File: config.mk
export PLATFORM = sky130hd
export DESIGN_NAME = icm_ctrl
export DESIGN_NICKNAME = d
export VERILOG_FILES = /design/src/design/icm_pkg.sv /design/src/design/icm_fifo.sv /design/src/design/icm_ctrl.sv
export VERILOG_INCLUDE_DIRS = /design/src /design/src/design
export SDC_FILE = /design/constraint.sdc
export NUM_CORES = 1
export LEC_CHECK = 0
export BUFFER_PORTS_ARGS = -buffer_cell sky130_fd_sc_hd__buf_4
export CAP_MARGIN = 20
export CORE_MARGIN = 1
export CORE_UTILIZATION = 55
export DETAILED_ROUTE_END_ITERATION = 7
export PLACE_DENSITY = 0.76
export SETUP_SLACK_MARGIN = 0.02
export SYNTH_ARGS = -nofsm -noshare
export SYNTH_HDL_FRONTEND = slang
export SYNTH_HIERARCHICAL = 1
export SYNTH_SLANG_ARGS = --single-unit
File: constraint.sdc
create_clock -name core_clk_i -period 7.2 [get_ports core_clk_i]
set_input_delay 2.16 -clock core_clk_i [delete_from_list [all_inputs] [get_ports core_clk_i]]
set_output_delay 2.16 -clock core_clk_i [all_outputs]
set_load 0.03 [all_outputs]
File: src/design/icm_defs.svh
// Register map, field positions, reset values and timing counts
// Assumes inclusion by bare name from the design files only
`ifndef ICM_DEFS_SVH
`define ICM_DEFS_SVH

`define ICM_OFS_CON 8'h00
`define ICM_OFS_TAR 8'h04
`define ICM_OFS_SAR 8'h08
`define ICM_OFS_DATA 8'h10
`define ICM_OFS_HCNT 8'h14
`define ICM_OFS_MASK 8'h30
`define ICM_OFS_RAW 8'h34
`define ICM_OFS_EN 8'h6c
`define ICM_OFS_STAT 8'h70

`define ICM_CON_SLAVE 0
`define ICM_CON_RSEN 5
`define ICM_TAR_GC 10
`define ICM_TAR_COMMAND_SELECT_A 11
`define ICM_CMD_RESTART 10
`define ICM_CMD_STOP 9
`define ICM_CMD_DIR 8

`define ICM_EV_RX 2
`define ICM_EV_RDREQ 5
`define ICM_EV_ABORT 6
`define ICM_EV_STOP 9

`define ICM_HCNT_RST 16'h0028
`define ICM_HCNT_MIN 16'h0006
`define ICM_IDLE_MARGIN 16'h000a
`define ICM_SAR_RST 7'h55
`define ICM_LCNT_DEF 16'h0008

`endif

File: src/design/icm_pkg.sv
// Types shared by the controller files
// Assumes the constants header supplies all numeric values
package icm_pkg;

  typedef enum logic [2:0] {
    M_IDLE = 3'h0,
    M_START = 3'h1,
    M_BITS = 3'h2,
    M_HOLD = 3'h3,
    M_STOP = 3'h4,
    M_RSTART = 3'h5
  } icm_mst_t;

  typedef enum logic [2:0] {
    S_IDLE = 3'h0,
    S_ADDR = 3'h1,
    S_AACK = 3'h2,
    S_RX = 3'h3,
    S_RACK = 3'h4,
    S_TXW = 3'h5,
    S_TX = 3'h6,
    S_TACK = 3'h7
  } icm_slv_t;

endpackage

File: src/design/icm_fifo.sv
// Synchronous first-word-fall-through queue
// Assumes the caller never pops empty or pushes full on purpose
`timescale 1ns/1ps
module icm_fifo #(
  parameter int WIDTH = 8,
  parameter int DEPTH = 16,
  parameter int AW = 4
) (
  // Clock and reset
  input wire logic core_clk_i,
  input wire logic rst_i,
  // Write side
  input wire logic push_i,
  input wire logic [WIDTH-1:0] din_i,
  // Read side
  input wire logic pop_i,
  output logic [WIDTH-1:0] dout_o,
  output logic empty_o,
  output logic full_o
);
  logic [WIDTH-1:0] mem [DEPTH];
  logic [AW-1:0] wp, rp, next_wp, next_rp;
  logic [AW:0] cnt, next_cnt;
  logic do_push, do_pop;

  // Overflow and underflow are dropped rather than corrupting pointers
  always_comb begin
    do_push = push_i && !full_o;
    do_pop = pop_i && !empty_o;
    next_wp = do_push ? wp + 1'b1 : wp;
    next_rp = do_pop ? rp + 1'b1 : rp;
    next_cnt = cnt + {{AW{1'b0}}, do_push} - {{AW{1'b0}}, do_pop};
  end

  always_ff @(posedge core_clk_i) begin
    if (rst_i) begin
      wp <= '0;
      rp <= '0;
      cnt <= '0;
    end else begin
      wp <= next_wp;
      rp <= next_rp;
      cnt <= next_cnt;
    end
  end

  // Storage has no reset; contents are qualified by the count
  always_ff @(posedge core_clk_i) begin
    if (do_push) begin
      mem[wp] <= din_i;
    end
  end

  assign dout_o = mem[rp];
  assign empty_o = (cnt == '0);
  assign full_o = (cnt == DEPTH[AW:0]);
endmodule

File: src/design/icm_ctrl.sv
// I2C controller: command queue, master and slave engines, SCL timing
// Assumes open-drain pads outside and a same-clock register master
`timescale 1ns/1ps
`include "icm_defs.svh"
module icm_ctrl #(
  parameter int TX_DEPTH = 16,
  parameter int RX_DEPTH = 16,
  parameter logic [15:0] LCNT = `ICM_LCNT_DEF
) (
  // Clock and reset
  input wire logic core_clk_i,
  input wire logic rst_i,
  // Register port
  input wire logic [7:0] addr_i,
  input wire logic [31:0] wdata_i,
  input wire logic wr_i,
  input wire logic rd_i,
  output logic [31:0] rdata_o,
  // Bus pins
  input wire logic scl_i,
  output logic scl_o,
  output logic scl_oe_o,
  input wire logic sda_i,
  output logic sda_o,
  output logic sda_oe_o,
  // Interrupt
  output logic irq_o
);
  logic en, slave, rsen, gc, command_select_a;
  logic [6:0] tar, sar;
  logic [15:0] hcnt;
  logic [9:0] mask, raw, next_raw, ev;
  logic scl_s1, scl_s2, scl_s3, sda_s1, sda_s2, sda_s3;
  logic [15:0] idle_cnt, next_idle;
  logic bus_idle;
  logic tx_push, tx_pop, tx_empty, tx_full, rx_push, rx_pop, rx_empty;
  logic rx_full;
  logic [10:0] tx_head;
  logic [7:0] rx_dout, rx_din;
  logic head_dir, head_stop, head_rst;

  // Clamp and threshold arithmetic shared by decode and idle logic
  function automatic logic [15:0] clamp_h(input logic [15:0] v);
    clamp_h = (v < `ICM_HCNT_MIN) ? `ICM_HCNT_MIN : v;
  endfunction
  function automatic logic [15:0] idle_thr(input logic [15:0] h);
    idle_thr = h + `ICM_IDLE_MARGIN;
  endfunction

  assign head_dir = tx_head[`ICM_CMD_DIR];
  assign head_stop = tx_head[`ICM_CMD_STOP];
  assign head_rst = tx_head[`ICM_CMD_RESTART];

  icm_fifo #(.WIDTH(11), .DEPTH(TX_DEPTH), .AW($clog2(TX_DEPTH))) u_txq (
    .core_clk_i(core_clk_i), .rst_i(rst_i),
    .push_i(tx_push), .din_i(wdata_i[10:0]),
    .pop_i(tx_pop), .dout_o(tx_head),
    .empty_o(tx_empty), .full_o(tx_full)
  );
  icm_fifo #(.WIDTH(8), .DEPTH(RX_DEPTH), .AW($clog2(RX_DEPTH))) u_rxq (
    .core_clk_i(core_clk_i), .rst_i(rst_i),
    .push_i(rx_push), .din_i(rx_din),
    .pop_i(rx_pop), .dout_o(rx_dout),
    .empty_o(rx_empty), .full_o(rx_full)
  );

  // Pin synchronisers; only the second stage and beyond are read
  always_ff @(posedge core_clk_i) begin
    if (rst_i) begin
      {scl_s1, scl_s2, scl_s3} <= 3'h7;
      {sda_s1, sda_s2, sda_s3} <= 3'h7;
    end else begin
      {scl_s1, scl_s2, scl_s3} <= {scl_i, scl_s1, scl_s2};
      {sda_s1, sda_s2, sda_s3} <= {sda_i, sda_s1, sda_s2};
    end
  end

  // Idle detector saturates so a long quiet bus stays idle; the compare
  // is inclusive so a high count lowered mid-count cannot wrap the counter
  always_comb begin
    next_idle = '0;
    if (scl_s2 && sda_s2) begin
      next_idle = (idle_cnt >= idle_thr(hcnt)) ? idle_cnt
                                               : idle_cnt + 16'h0001;
    end
  end
  always_ff @(posedge core_clk_i) begin
    if (rst_i) begin
      idle_cnt <= '0;
    end else begin
      idle_cnt <= next_idle;
    end
  end
  assign bus_idle = (idle_cnt >= idle_thr(hcnt));

  // Master engine state
  icm_pkg::icm_mst_t mst, next_mst;
  logic ph, next_ph, in_addr, next_in_addr, cur_dir, next_cur_dir;
  logic cur_stop, next_cur_stop, gc_sent, next_gc_sent;
  logic scl_drv, next_scl_drv, sda_drv, next_sda_drv;
  logic [15:0] tmr, next_tmr;
  logic [8:0] sh, next_sh;
  logic [3:0] bitn, next_bitn;
  logic byte_end, want_next, load_req, m_pop, m_push, m_abort, m_stop;

  assign byte_end = (mst == icm_pkg::M_BITS) && ph && scl_s2 &&
                    (tmr == '0) && (bitn == 4'h8);

  always_comb begin
    next_mst = mst;
    next_ph = ph;
    next_in_addr = in_addr;
    next_cur_dir = cur_dir;
    next_cur_stop = cur_stop;
    next_gc_sent = gc_sent;
    next_scl_drv = scl_drv;
    next_sda_drv = sda_drv;
    next_tmr = (tmr == '0) ? tmr : tmr - 16'h0001;
    next_sh = sh;
    next_bitn = bitn;
    want_next = 1'b0;
    load_req = 1'b0;
    m_pop = 1'b0;
    m_push = 1'b0;
    m_abort = 1'b0;
    m_stop = 1'b0;
    case (mst)
      icm_pkg::M_IDLE: begin
        next_scl_drv = 1'b0;
        next_sda_drv = 1'b0;
        if (en && !slave && !tx_empty && bus_idle) begin
          next_mst = icm_pkg::M_START;
          next_sda_drv = 1'b1;
          next_tmr = hcnt;
        end
      end
      icm_pkg::M_START: begin
        if (tmr == '0) begin
          next_scl_drv = 1'b1;
          next_in_addr = 1'b1;
          next_gc_sent = gc && command_select_a;
          next_sh = (gc && command_select_a) ? 9'h001 : {tar, head_dir, 1'b1};
          next_bitn = '0;
          next_ph = 1'b0;
          next_tmr = LCNT;
          next_mst = icm_pkg::M_BITS;
        end
      end
      icm_pkg::M_BITS: begin
        if (!ph) begin
          next_sda_drv = ~sh[8];
          if (tmr == '0) begin
            next_ph = 1'b1;
            next_scl_drv = 1'b0;
            next_tmr = hcnt;
          end
        end else if (!scl_s2) begin
          next_tmr = tmr; // Target stretching SCL; hold the count
        end else if (tmr == '0) begin
          next_sh = {sh[7:0], sda_s2};
          next_bitn = bitn + 4'h1;
          next_ph = 1'b0;
          next_scl_drv = 1'b1;
          next_tmr = LCNT;
          if (bitn == 4'h8) begin
            next_in_addr = 1'b0;
            if (in_addr) begin
              if (sda_s2) begin
                m_abort = 1'b1;
                next_mst = icm_pkg::M_STOP;
              end else begin
                load_req = 1'b1;
              end
            end else if (!cur_dir && sda_s2) begin
              m_abort = 1'b1;
              next_mst = icm_pkg::M_STOP;
            end else begin
              m_push = cur_dir;
              if (cur_stop) begin
                next_mst = icm_pkg::M_STOP;
              end else if (tx_empty) begin
                next_mst = icm_pkg::M_HOLD;
              end else begin
                want_next = 1'b1;
              end
            end
          end
        end
      end
      icm_pkg::M_HOLD: begin
        next_scl_drv = 1'b1;
        next_tmr = LCNT;
        if (!tx_empty) begin
          want_next = 1'b1;
        end
      end
      icm_pkg::M_RSTART, icm_pkg::M_STOP: begin
        if (!ph) begin
          next_sda_drv = (mst == icm_pkg::M_STOP);
          if (tmr == '0) begin
            next_ph = 1'b1;
            next_scl_drv = 1'b0;
            next_tmr = hcnt;
          end
        end else if (!scl_s2) begin
          next_tmr = tmr;
        end else if (tmr == '0) begin
          next_ph = 1'b0;
          next_sda_drv = (mst == icm_pkg::M_RSTART);
          m_stop = (mst == icm_pkg::M_STOP);
          next_tmr = hcnt;
          next_mst = (mst == icm_pkg::M_STOP) ? icm_pkg::M_IDLE
                                               : icm_pkg::M_START;
        end
      end
      default: next_mst = icm_pkg::M_IDLE;
    endcase
    // Choose how the next queued entry joins the transfer
    if (want_next) begin
      next_ph = 1'b0;
      if (head_rst || (head_dir != cur_dir)) begin
        next_mst = rsen ? icm_pkg::M_RSTART : icm_pkg::M_STOP;
      end else begin
        load_req = 1'b1;
      end
    end
    // Pop one entry and start its byte; flags live only in cur_*
    if (load_req) begin
      m_pop = 1'b1;
      next_cur_dir = head_dir;
      next_cur_stop = head_stop;
      next_bitn = '0;
      next_mst = icm_pkg::M_BITS;
      if (head_dir && gc_sent) begin
        m_abort = 1'b1;
        next_mst = icm_pkg::M_STOP;
      end else if (head_dir) begin
        next_sh = {8'hff, head_stop}; // NACK last byte
      end else begin
        next_sh = {tx_head[7:0], 1'b1};
      end
    end
    if (!en || slave) begin
      next_mst = icm_pkg::M_IDLE;
      next_scl_drv = 1'b0;
      next_sda_drv = 1'b0;
    end
  end

  always_ff @(posedge core_clk_i) begin
    if (rst_i) begin
      mst <= icm_pkg::M_IDLE;
      {ph, in_addr, cur_dir, cur_stop, gc_sent} <= 5'h00;
      {scl_drv, sda_drv} <= 2'h0;
      tmr <= '0;
      sh <= '0;
      bitn <= '0;
    end else begin
      mst <= next_mst;
      {ph, in_addr, cur_dir, cur_stop} <=
        {next_ph, next_in_addr, next_cur_dir, next_cur_stop};
      {gc_sent, scl_drv, sda_drv} <= {next_gc_sent, next_scl_drv,
                                       next_sda_drv};
      tmr <= next_tmr;
      sh <= next_sh;
      bitn <= next_bitn;
    end
  end

  // Slave engine; moves on SCL edges seen through the synchroniser
  icm_pkg::icm_slv_t sst, next_sst;
  logic [7:0] ssh, next_ssh;
  logic [3:0] scnt, next_scnt;
  logic s_rd, next_s_rd, s_sda, next_s_sda, s_scl, next_s_scl;
  logic rise, fall, start_c, stop_c, s_pop, s_push, s_abort, s_req;

  assign rise = scl_s2 && !scl_s3;
  assign fall = !scl_s2 && scl_s3;
  assign start_c = scl_s2 && scl_s3 && sda_s3 && !sda_s2;
  assign stop_c = scl_s2 && scl_s3 && !sda_s3 && sda_s2;

  always_comb begin
    next_sst = sst;
    next_ssh = ssh;
    next_scnt = scnt;
    next_s_rd = s_rd;
    next_s_sda = s_sda;
    next_s_scl = 1'b0;
    {s_pop, s_push, s_abort, s_req} = 4'h0;
    if (rise && scnt != 4'h8) begin
      next_ssh = {ssh[6:0], sda_s2};
      next_scnt = scnt + 4'h1;
    end
    case (sst)
      icm_pkg::S_ADDR: begin
        if (fall && scnt == 4'h8) begin
          next_s_rd = ssh[0];
          next_s_sda = (ssh[7:1] == sar);
          next_sst = (ssh[7:1] == sar) ? icm_pkg::S_AACK : icm_pkg::S_IDLE;
        end
      end
      icm_pkg::S_AACK, icm_pkg::S_RACK: begin
        if (fall) begin
          next_s_sda = 1'b0;
          next_scnt = '0;
          next_sst = s_rd ? icm_pkg::S_TXW : icm_pkg::S_RX;
          s_req = s_rd;
        end
      end
      icm_pkg::S_RX: begin
        if (fall && scnt == 4'h8) begin
          s_push = 1'b1; // Direction bit plays no part here
          next_s_sda = 1'b1;
          next_sst = icm_pkg::S_RACK;
        end
      end
      icm_pkg::S_TXW: begin
        next_s_scl = 1'b1; // Stretch until software supplies a byte
        if (!tx_empty) begin
          s_pop = 1'b1;
          if (head_dir) begin
            s_abort = 1'b1;
          end else begin
            next_s_scl = 1'b0;
            next_s_sda = ~tx_head[7];
            next_ssh = {tx_head[6:0], 1'b0};
            next_scnt = 4'h1;
            next_sst = icm_pkg::S_TX;
          end
        end
      end
      icm_pkg::S_TX: begin
        if (fall) begin
          next_s_sda = (scnt == 4'h8) ? 1'b0 : ~ssh[7];
          next_ssh = {ssh[6:0], 1'b0};
          next_scnt = scnt + 4'h1;
          next_sst = (scnt == 4'h8) ? icm_pkg::S_TACK : icm_pkg::S_TX;
        end
      end
      icm_pkg::S_TACK: begin
        if (rise && sda_s2) begin
          next_sst = icm_pkg::S_IDLE;
        end else if (fall) begin
          next_sst = icm_pkg::S_TXW;
          s_req = 1'b1;
        end
      end
      default: next_sst = icm_pkg::S_IDLE;
    endcase
    if (start_c) begin
      next_sst = icm_pkg::S_ADDR;
      next_scnt = '0;
      next_s_sda = 1'b0;
    end else if (stop_c || !en || !slave) begin
      next_sst = icm_pkg::S_IDLE;
      next_s_sda = 1'b0;
      next_s_scl = 1'b0;
    end
  end

  always_ff @(posedge core_clk_i) begin
    if (rst_i) begin
      sst <= icm_pkg::S_IDLE;
      ssh <= '0;
      scnt <= '0;
      {s_rd, s_sda, s_scl} <= 3'h0;
    end else begin
      sst <= next_sst;
      ssh <= next_ssh;
      scnt <= next_scnt;
      {s_rd, s_sda, s_scl} <= {next_s_rd, next_s_sda, next_s_scl};
    end
  end

  // Queue traffic from the register port and both engines
  assign tx_push = wr_i && (addr_i == `ICM_OFS_DATA);
  assign tx_pop = m_pop || s_pop;
  assign rx_push = m_push || s_push;
  assign rx_din = m_push ? sh[7:0] : ssh; // Ack bit not yet shifted in
  assign rx_pop = rd_i && (addr_i == `ICM_OFS_DATA);

  // Event collection; a set in the clearing cycle survives
  always_comb begin
    ev = '0;
    ev[`ICM_EV_RX] = rx_push;
    ev[`ICM_EV_RDREQ] = s_req;
    ev[`ICM_EV_ABORT] = m_abort || s_abort;
    ev[`ICM_EV_STOP] = m_stop || (stop_c && sst != icm_pkg::S_IDLE);
    next_raw = ((rd_i && addr_i == `ICM_OFS_RAW) ? '0 : raw) | ev;
  end

  // Register file; enable gates the timing register
  always_ff @(posedge core_clk_i) begin
    if (rst_i) begin
      {en, slave, rsen, gc, command_select_a} <= 5'h00;
      tar <= '0;
      sar <= `ICM_SAR_RST;
      hcnt <= `ICM_HCNT_RST;
      mask <= '0;
      raw <= '0;
      rdata_o <= '0;
    end else begin
      raw <= next_raw;
      if (wr_i) begin
        if (addr_i == `ICM_OFS_EN) begin
          en <= wdata_i[0];
        end else if (addr_i == `ICM_OFS_CON && !en) begin
          slave <= wdata_i[`ICM_CON_SLAVE];
          rsen <= wdata_i[`ICM_CON_RSEN];
        end else if (addr_i == `ICM_OFS_TAR && !en) begin
          tar <= wdata_i[6:0];
          gc <= wdata_i[`ICM_TAR_GC];
          command_select_a <= wdata_i[`ICM_TAR_COMMAND_SELECT_A];
        end else if (addr_i == `ICM_OFS_SAR && !en) begin
          sar <= wdata_i[6:0];
        end else if (addr_i == `ICM_OFS_HCNT && !en) begin
          hcnt <= clamp_h(wdata_i[15:0]);
        end else if (addr_i == `ICM_OFS_MASK) begin
          mask <= wdata_i[9:0];
        end
      end
      rdata_o <= '0;
      if (rd_i) begin
        if (addr_i == `ICM_OFS_DATA) begin
          rdata_o <= {24'h000000, rx_dout};
        end else if (addr_i == `ICM_OFS_HCNT) begin
          rdata_o <= {16'h0000, hcnt};
        end else if (addr_i == `ICM_OFS_CON) begin
          rdata_o <= {26'h0000000, rsen, 4'h0, slave};
        end else if (addr_i == `ICM_OFS_TAR) begin
          rdata_o <= {20'h00000, command_select_a, gc, 3'h0, tar};
        end else if (addr_i == `ICM_OFS_SAR) begin
          rdata_o <= {25'h0000000, sar};
        end else if (addr_i == `ICM_OFS_MASK) begin
          rdata_o <= {22'h000000, mask};
        end else if (addr_i == `ICM_OFS_RAW) begin
          rdata_o <= {22'h000000, raw};
        end else if (addr_i == `ICM_OFS_EN) begin
          rdata_o <= {31'h00000000, en};
        end else if (addr_i == `ICM_OFS_STAT) begin
          rdata_o <= {26'h0000000, bus_idle, rx_full, !rx_empty,
                      tx_full, tx_empty, (mst != icm_pkg::M_IDLE)};
        end
      end
    end
  end

  assign irq_o = |(raw & mask);
  assign scl_o = 1'b0;
  assign sda_o = 1'b0;
  assign scl_oe_o = scl_drv || s_scl;
  assign sda_oe_o = sda_drv || s_sda;

  property p_clamp;
    @(posedge core_clk_i) disable iff (rst_i)
    (wr_i && addr_i == `ICM_OFS_HCNT && !en &&
     wdata_i[15:0] < `ICM_HCNT_MIN) |=> (hcnt == 16'h0006);
  endproperty
  a_clamp: assert property (p_clamp) else $error("hcnt not clamped");
  property p_lock;
    @(posedge core_clk_i) disable iff (rst_i)
    (wr_i && addr_i == `ICM_OFS_HCNT && en) |=> $stable(hcnt);
  endproperty
  a_lock: assert property (p_lock) else $error("hcnt changed");
  property p_idle;
    @(posedge core_clk_i) disable iff (rst_i)
    !(scl_s2 && sda_s2) |=> !bus_idle ##0 (idle_cnt == 16'h0000);
  endproperty
  a_idle: assert property (p_idle) else $error("idle kept");
  property p_hold;
    @(posedge core_clk_i) disable iff (rst_i)
    (mst == icm_pkg::M_HOLD) |-> scl_oe_o;
  endproperty
  a_hold: assert property (p_hold) else $error("scl freed");
  property p_stall;
    @(posedge core_clk_i) disable iff (rst_i)
    (byte_end && !in_addr && !cur_stop && tx_empty && en && !slave &&
     !(!cur_dir && sda_s2)) |=> (mst == icm_pkg::M_HOLD);
  endproperty
  a_stall: assert property (p_stall) else $error("no stall");
  property p_stop;
    @(posedge core_clk_i) disable iff (rst_i)
    (byte_end && !in_addr && cur_stop && en && !slave)
      |=> (mst == icm_pkg::M_STOP) ##[1:300] m_stop;
  endproperty
  a_stop: assert property (p_stop) else $error("no stop");
  property p_gc;
    @(posedge core_clk_i) disable iff (rst_i)
    (load_req && gc_sent && head_dir) |=> raw[`ICM_EV_ABORT];
  endproperty
  a_gc: assert property (p_gc) else $error("gc abort lost");
  property p_rdent;
    @(posedge core_clk_i) disable iff (rst_i)
    (load_req && head_dir && !gc_sent && en && !slave)
      |=> (sh[8:1] == 8'hff);
  endproperty
  a_rdent: assert property (p_rdent) else $error("read sent data");
  property p_rdata;
    @(posedge core_clk_i) disable iff (rst_i)
    (rd_i && addr_i == `ICM_OFS_DATA && !rx_empty)
      |=> (rdata_o[7:0] == $past(rx_dout));
  endproperty
  a_rdata: assert property (p_rdata) else $error("bad rx byte");
  property p_sabort;
    @(posedge core_clk_i) disable iff (rst_i)
    (sst == icm_pkg::S_TXW && en && slave && !start_c && !stop_c &&
     !tx_empty && head_dir) |=> raw[`ICM_EV_ABORT];
  endproperty
  a_sabort: assert property (p_sabort) else $error("slave abort");
endmodule

======== Yosys cells after proc, flatten, opt, wreduce, memory -nomap -nowiden ========
Memory sizes are Yosys's and may differ from the RTL's. A register that Yosys moved wholly into a read port is not among the register bits.
Index checks and enable logic that the tools add are counted.
cells by class
  reduce and logical (&&, ||, !) cells .... 92
  $add $sub $neg .......................... 13
  eq/ne operators ......................... 51
  muxes and demuxes ....................... 175
  bitwise gates (word level) .............. 12
  order comparisons ....................... 2
operators with widths
  operator               number
  $mux 16                10
  $mux 1                 88
  $mux 3                 27
  $pmux 16 s5            1
  $mux 9                 8
  $mux 4                 13
  $mux 8                 6
  $mux 10                4
  $logic_and 1x1->1      29
  $ne 4x4->1 const B     7
  $reduce_and 7->1       4
  $add 4x1->4 const B    6
  $mux 12                2
  $ne 2x2->1 const B     11
  $reduce_or 10->1       2
  $eq 3x3->1 const B     6
  $pmux 3 s6             1
  $pmux 9 s2             1
  $add 16x1->16 const B  1
  $add 16x4->16 const B  1
  $eq 8x5->1 const B     2
  $eq 8x6->1 const B     2
  $eq 8x7->1 const B     2
  $ge 16x16->1           1
  43 further kinds       110
storage, ports and cells
  word-level logic and storage cells ...... 391
  memories ................................ 2
  RAM bits ................................ 304
  register bits ........................... 192
memory list
  name       depth  width  rd ports  clocked after memory_dff  write ports  RTL line        text
  u_txq.mem  16     11     1         1                         1            icm_fifo.sv:21  logic [WIDTH-1:0] mem [DEPTH];
  u_rxq.mem  16     8      1         1                         1            icm_fifo.sv:21

======== Depth between registers and ports, before layout ========
  depth in word-level cells ............... 16
  mapped depth ............................ 23

======== Hierarchy ========
The synthesis kept the hierarchy.
modules (own cells, without submodules)
  module            cells an instance  area each (sq um)  instances
  icm_ctrl          1033               8431.8             1
  icm_fifo (u_txq)  381                7646.1             1
  icm_fifo (u_rxq)  308                5786.8             1

======== Worst setup path before layout ========
OpenSTA, ideal clock, no wires.
  kind .................................... input to register
  start ................................... input port addr_i[1]
  end ..................................... memory u_txq.mem[0][0] (enable)
  setup time .............................. 0.408 ns
  cell stages on the path ................. 7
  required time ........................... 6.792 ns
  buffers on the path ..................... 2
  setup slack ............................. 2.007 ns
  arrival time ............................ 4.785 ns
  path through ............................ or4_1 clkbuf_1 nor2_1 clkbuf_1 and2_1 nand2_1 nor4_1
on the way
  word-level cells in the longest chain between the ends .. 5
ends and longest elaborated chain
  item                          RTL line         text
  start: declaration            icm_ctrl.sv:14   input wire logic [7:0] addr_i,
  $eq 8x5->1 (no source line)   n/a
  $logic_and 1x1->1             icm_ctrl.sv:376  assign tx_push = wr_i && (addr_i == `ICM_OFS_DATA);
  named net tx_push             icm_ctrl.sv:36   logic tx_push, tx_pop, tx_empty, tx_full, rx_push, rx_pop, rx_empty;
  $logic_and 1x1->1             icm_fifo.sv:28   do_push = push_i && !full_o;
  $mux 1                        icm_fifo.sv:49   if (do_push) begin
  $mux 1 (not written as such)  icm_fifo.sv:50   mem[wp] <= din_i;
  end: declaration              icm_fifo.sv:21
The timed path passes the listed nets, and every way through them passes these cells.

==> run summary <==
CTS saw 482 sinks. For this design the ratio of total power to cell area is 250.1 mW/mm². The commonest cells after synthesis are sky130_fd_sc_hd__edfxtp_1, sky130_fd_sc_hd__dfxtp_1, sky130_fd_sc_hd__nor2_1. Kind of cell with the highest combined delay on the critical path: simple AND/OR/NAND/NOR gates. The cell at the root of the clock tree was sky130_fd_sc_hd__clkbuf_16. The number of cells traversed by the worst hold path came out at 1.

The proportion of register bits with asynchronous set or reset after synthesis works out to 0. Power comes to 6.042 mW. Final global-route overflow total: 0. The H-tree generated during clock tree synthesis spans 2 levels. Number of global-route vias before repair: 14290. The instance area after placement is 0.02252 mm². The worst register-to-register path has a depth of 20. The worst setup path is captured at a register.

The share of post-route cells with drive strength above 1 is 0.1395, and the flip-flop and latch count after synthesis is 482. The logs give 0.02186 mm² for the area of the mapped netlist and 0.9329 for the global placement routability congestion. The number of inserted diodes is 0, and the arrival time reported for the critical path endpoint is 5.84 ns. TritonCTS built the clock tree.

The tools report the maximum number of pins on one net before global-route repair as 69. Across the run, the number of max-cap violations was 0. The run gives 0 as the max-slew violation total from the final report. The die covers 0.04056 mm². The headroom to the max-slew limit was 0.2476; the number of fill cells in the layout was 2869. The final critical-path share of the clock period came out at 0.7500. The logs give 49 for the number of CTS-inserted buffers and 0.62 ns for the source-to-sink clock delay at the later pin of the worst-skew pair. The finished cells cover 0.02415 mm². The launching element type of the critical path is a register. For the total detailed-routing wirelength, the log shows 51.69 mm. The most numerous cell type found on the critical path is sky130_fd_sc_hd__inv_1. The count of different cell masters after synthesis was 91; the clock skew after layout was 0.03720 ns. Delay of the slowest cell on the worst path: 0.94 ns. Setup repair after global routing left no endpoint under its margin. The average cell area after synthesis is 12.70 µm², and the vias after detailed routing is 14570. The first global-routing pass estimated 80.53 mm of wire. Number of optimization iterations in the first detailed-route pass: 6. The post-CTS setup buffer count was 0; the number of buffers added on ports was 48. The routed wirelength normalized by instance count came out at 22.38 µm. The tools report the core area as 0.03892 mm². The area share of the leading cell type in the synthesized netlist works out to 0.4175. In this run, synthesis inferred 304 flip-flops with an integrated enable.

Derived from the worst setup path, the maximum achievable clock frequency is 185.2 MHz. Hold timing on the final database bottoms out at a slack of 0.4119 ns. Yosys printed 6 warnings. For the starting density of the core, the log shows 0.5618. The highest fanout seen on the critical path came out at 28.

Gates resized during post-CTS repair numbered 0. The sum of negative setup slack was 0 ns. The most frequently used flop master after synthesis was sky130_fd_sc_hd__edfxtp_1. The worst hold path belongs to the class reg -> reg. By area the synthesized netlist is led by sky130_fd_sc_hd__edfxtp_1, sky130_fd_sc_hd__dfxtp_1, sky130_fd_sc_hd__mux4_2, sky130_fd_sc_hd__mux4_1, sky130_fd_sc_hd__nor2_1. The overall die height was 201.4 µm; the critical path depth was 20. The run gives 0.008451 mm² as the total area of multi-input combinational cells. The first-iteration detailed-routing DRC count was 1578; the number of standard cells after synthesis was 1722. The post-route DRC violation count was 0; the number of hold buffers added after cts was 0. 83 I/O pins were placed.

The signal on the critical path passes through mux4_1 > a22oi_1 > nand2_1 > xor2_1 > nor2_1 > inv_1 > o31ai_4 > buf_4 > or2_2 > nand2_1 > inv_1 > ha_1 > inv_1 > ha_1 > inv_1 > fa_1 > nor2b_1 > o21bai_1 > a21oi_1 > nor3b_1. Across the VDD grid, the largest voltage drop is 0.2130 mV. Sum of net half-perimeters after detailed placement: 34.43 mm. The final net count was 1847; the aggregate global-route resource usage was 0.2567.

The via count normalized by instance count works out to 6.309. Most common cell in the netlist: sky130_fd_sc_hd__edfxtp_1. Hold violation total from the final report: 0.

Setup violations remaining at the end of the flow were counted as 0. The cell taking the most area after synthesis was sky130_fd_sc_hd__edfxtp_1. In this run the most critical hold path is launched from sda_s1$_SDFF_PP1_. The post-detailed-route count of antenna-violating nets is 0. Chip width: 201.4 µm. The run finished with clean final reports. For this design the static power due to leakage is 8.305 nW.

At the worst endpoint, the required time is 7.64 ns. The post-route minimum period works out to 5.400 ns. Number of antenna violations at the first check in global routing: 1.

The worst register-to-register path ends at u_txq/cnt[4]$_SDFF_PP0_. The transition time of the tightest slew-check pin was 1.118 ns. The path with the worst hold slack has its endpoint at sda_s2$_SDFF_PP1_. For the number of rows created at floorplan, the log shows 72.

Registers take 0.01270 mm². The fraction of the yosys area taken by sequential cells is 0.5805. Startpoint-to-endpoint class of the critical path: reg -> reg. The combined buffer and inverter count along the critical path was 5. The synthesis-to-finish area growth is 10.47%, and the clock edge transition at the registers on the reported setup and hold paths is 0.06 ns.

The standard cell with the maximum stage delay on the critical path was sky130_fd_sc_hd__dfxtp_2. The maximum number of buffers from clock root to sink was 3; the internal reg-to-reg setup slack was 1.80 ns.
## layout make-up
cell class / instances / area share
sequential: 482 / 0.5257
multi-input combinational: 1093 / 0.3499
clock buffer: 53 / 0.05139
tap: 518 / 0.02683
timing repair buffer: 68 / 0.02113
clock inverter: 38 / 0.01611
inverter: 58 / 0.009013
## worst reg2reg max path, cell delays in order (launching register included)
cell and delay, ns:
sky130_fd_sc_hd__dfxtp_2 0.94, sky130_fd_sc_hd__mux4_1 0.69, sky130_fd_sc_hd__a22oi_1 0.26, sky130_fd_sc_hd__nand2_1 0.46
sky130_fd_sc_hd__xor2_1 0.32, sky130_fd_sc_hd__nor2_1 0.12, sky130_fd_sc_hd__inv_1 0.09, sky130_fd_sc_hd__o31ai_4 0.23
sky130_fd_sc_hd__buf_4 0.33, sky130_fd_sc_hd__or2_2 0.23, sky130_fd_sc_hd__nand2_1 0.10, sky130_fd_sc_hd__inv_1 0.08
sky130_fd_sc_hd__ha_1 0.22, sky130_fd_sc_hd__inv_1 0.05, sky130_fd_sc_hd__ha_1 0.17, sky130_fd_sc_hd__inv_1 0.06
sky130_fd_sc_hd__fa_1 0.41, sky130_fd_sc_hd__nor2b_1 0.18, sky130_fd_sc_hd__o21bai_1 0.10, sky130_fd_sc_hd__a21oi_1 0.17
sky130_fd_sc_hd__nor3b_1 0.07
## state kept, by name (all words and copies together), names as in the netlist, 5 cells and up, named ones only
register and flops:
u_txq/mem 176, mask 10, idle_cnt 16, u_txq/cnt 5
tar 7, tmr 16, sh 9, u_rxq/mem 128
ssh 8, u_rxq/cnt 5, hcnt 16, sar 7
rdata_o 16
## cells in the final DEF, fill, tap and decap left out, types with 10 or more instances in the layout
cell	count
sky130_fd_sc_hd__clkbuf_16	49
sky130_fd_sc_hd__nor3_1	28
sky130_fd_sc_hd__nand4_1	20
sky130_fd_sc_hd__clkinv_1	13
sky130_fd_sc_hd__a211oi_1	14
sky130_fd_sc_hd__xnor2_1	18
sky130_fd_sc_hd__nor2_1	157
sky130_fd_sc_hd__and2_1	30
sky130_fd_sc_hd__nor4_1	14
sky130_fd_sc_hd__buf_4	68
sky130_fd_sc_hd__and3_1	12
sky130_fd_sc_hd__a31oi_1	13
sky130_fd_sc_hd__conb_1	18
sky130_fd_sc_hd__nand3_1	46
sky130_fd_sc_hd__a22oi_1	71
sky130_fd_sc_hd__mux2_2	16
sky130_fd_sc_hd__xor2_1	35
sky130_fd_sc_hd__mux4_2	47
sky130_fd_sc_hd__a22o_1	12
sky130_fd_sc_hd__nand2_1	131
sky130_fd_sc_hd__ha_1	47
sky130_fd_sc_hd__a221oi_1	14
sky130_fd_sc_hd__or3_1	11
sky130_fd_sc_hd__dfxtp_1	174
sky130_fd_sc_hd__or2_2	15
sky130_fd_sc_hd__a21oi_1	58
sky130_fd_sc_hd__mux4_1	29
sky130_fd_sc_hd__edfxtp_1	304
sky130_fd_sc_hd__nand2b_1	11
sky130_fd_sc_hd__a222oi_1	10
sky130_fd_sc_hd__inv_1	57
sky130_fd_sc_hd__nor2b_1	16
sky130_fd_sc_hd__nor3b_1	12
sky130_fd_sc_hd__mux2i_1	41
sky130_fd_sc_hd__o21ai_0	40
## how the worst max path moves through the flow
| stage | from | endpoint | slack [ns] |
|---|---|---|---|
| floorplan | addr_i[1] | u_txq/mem[0][0]$_DFFE_PP_ | 2.01 |
| global placement | addr_i[1] | u_txq/cnt[4]$_SDFF_PP0_ | 1.71 |
| detailed placement | addr_i[1] | u_txq/cnt[4]$_SDFF_PP0_ | 1.59 |
| CTS | register | u_txq/cnt[4]$_SDFF_PP0_ | 1.83 |
| global route | register | u_txq/cnt[4]$_SDFF_PP0_ | 1.45 |
| finish | register | u_txq/cnt[4]$_SDFF_PP0_ | 1.80 |
## per-layer routing
metal	GRT usage	wire length, µm	vias up
li1	-	-	6566
met1	0.3478	21040	7175
met2	0.4081	24500	713
met3	0.03822	3985	119
met4	0.1236	2168	0
met5	0	0	-
## report_power, final
group          leakage, nW  internal (mW)  switching [mW]
clock                0.774           1.47            1.08
combinational         3.32          0.179           0.304
sequential            4.21           2.96          0.0472
## logic make-up after synthesis
logic type                 share of synthesized area
and+or+nand+nor                               0.1268
DFF                                           0.5805
AOI/OAI and AO/OA                            0.09442
buffers and inverters                        0.03737
muxes                                         0.1108
xor gates and xnor gates                     0.02123
adders and majority gates                    0.02873
other                                      0.0001715
## metrics by stage
stage,util,instances,setup WS (ns)
finish,0.6207,2310,1.800
floorplan,-,1739,2.007
detailed placement,0.5786,2218,1.591
global route,0.6207,2310,1.452
global placement,0.5786,2218,1.709
CTS,0.6205,2309,1.830
Note: power is estimated with default switching activity, not from simulation.
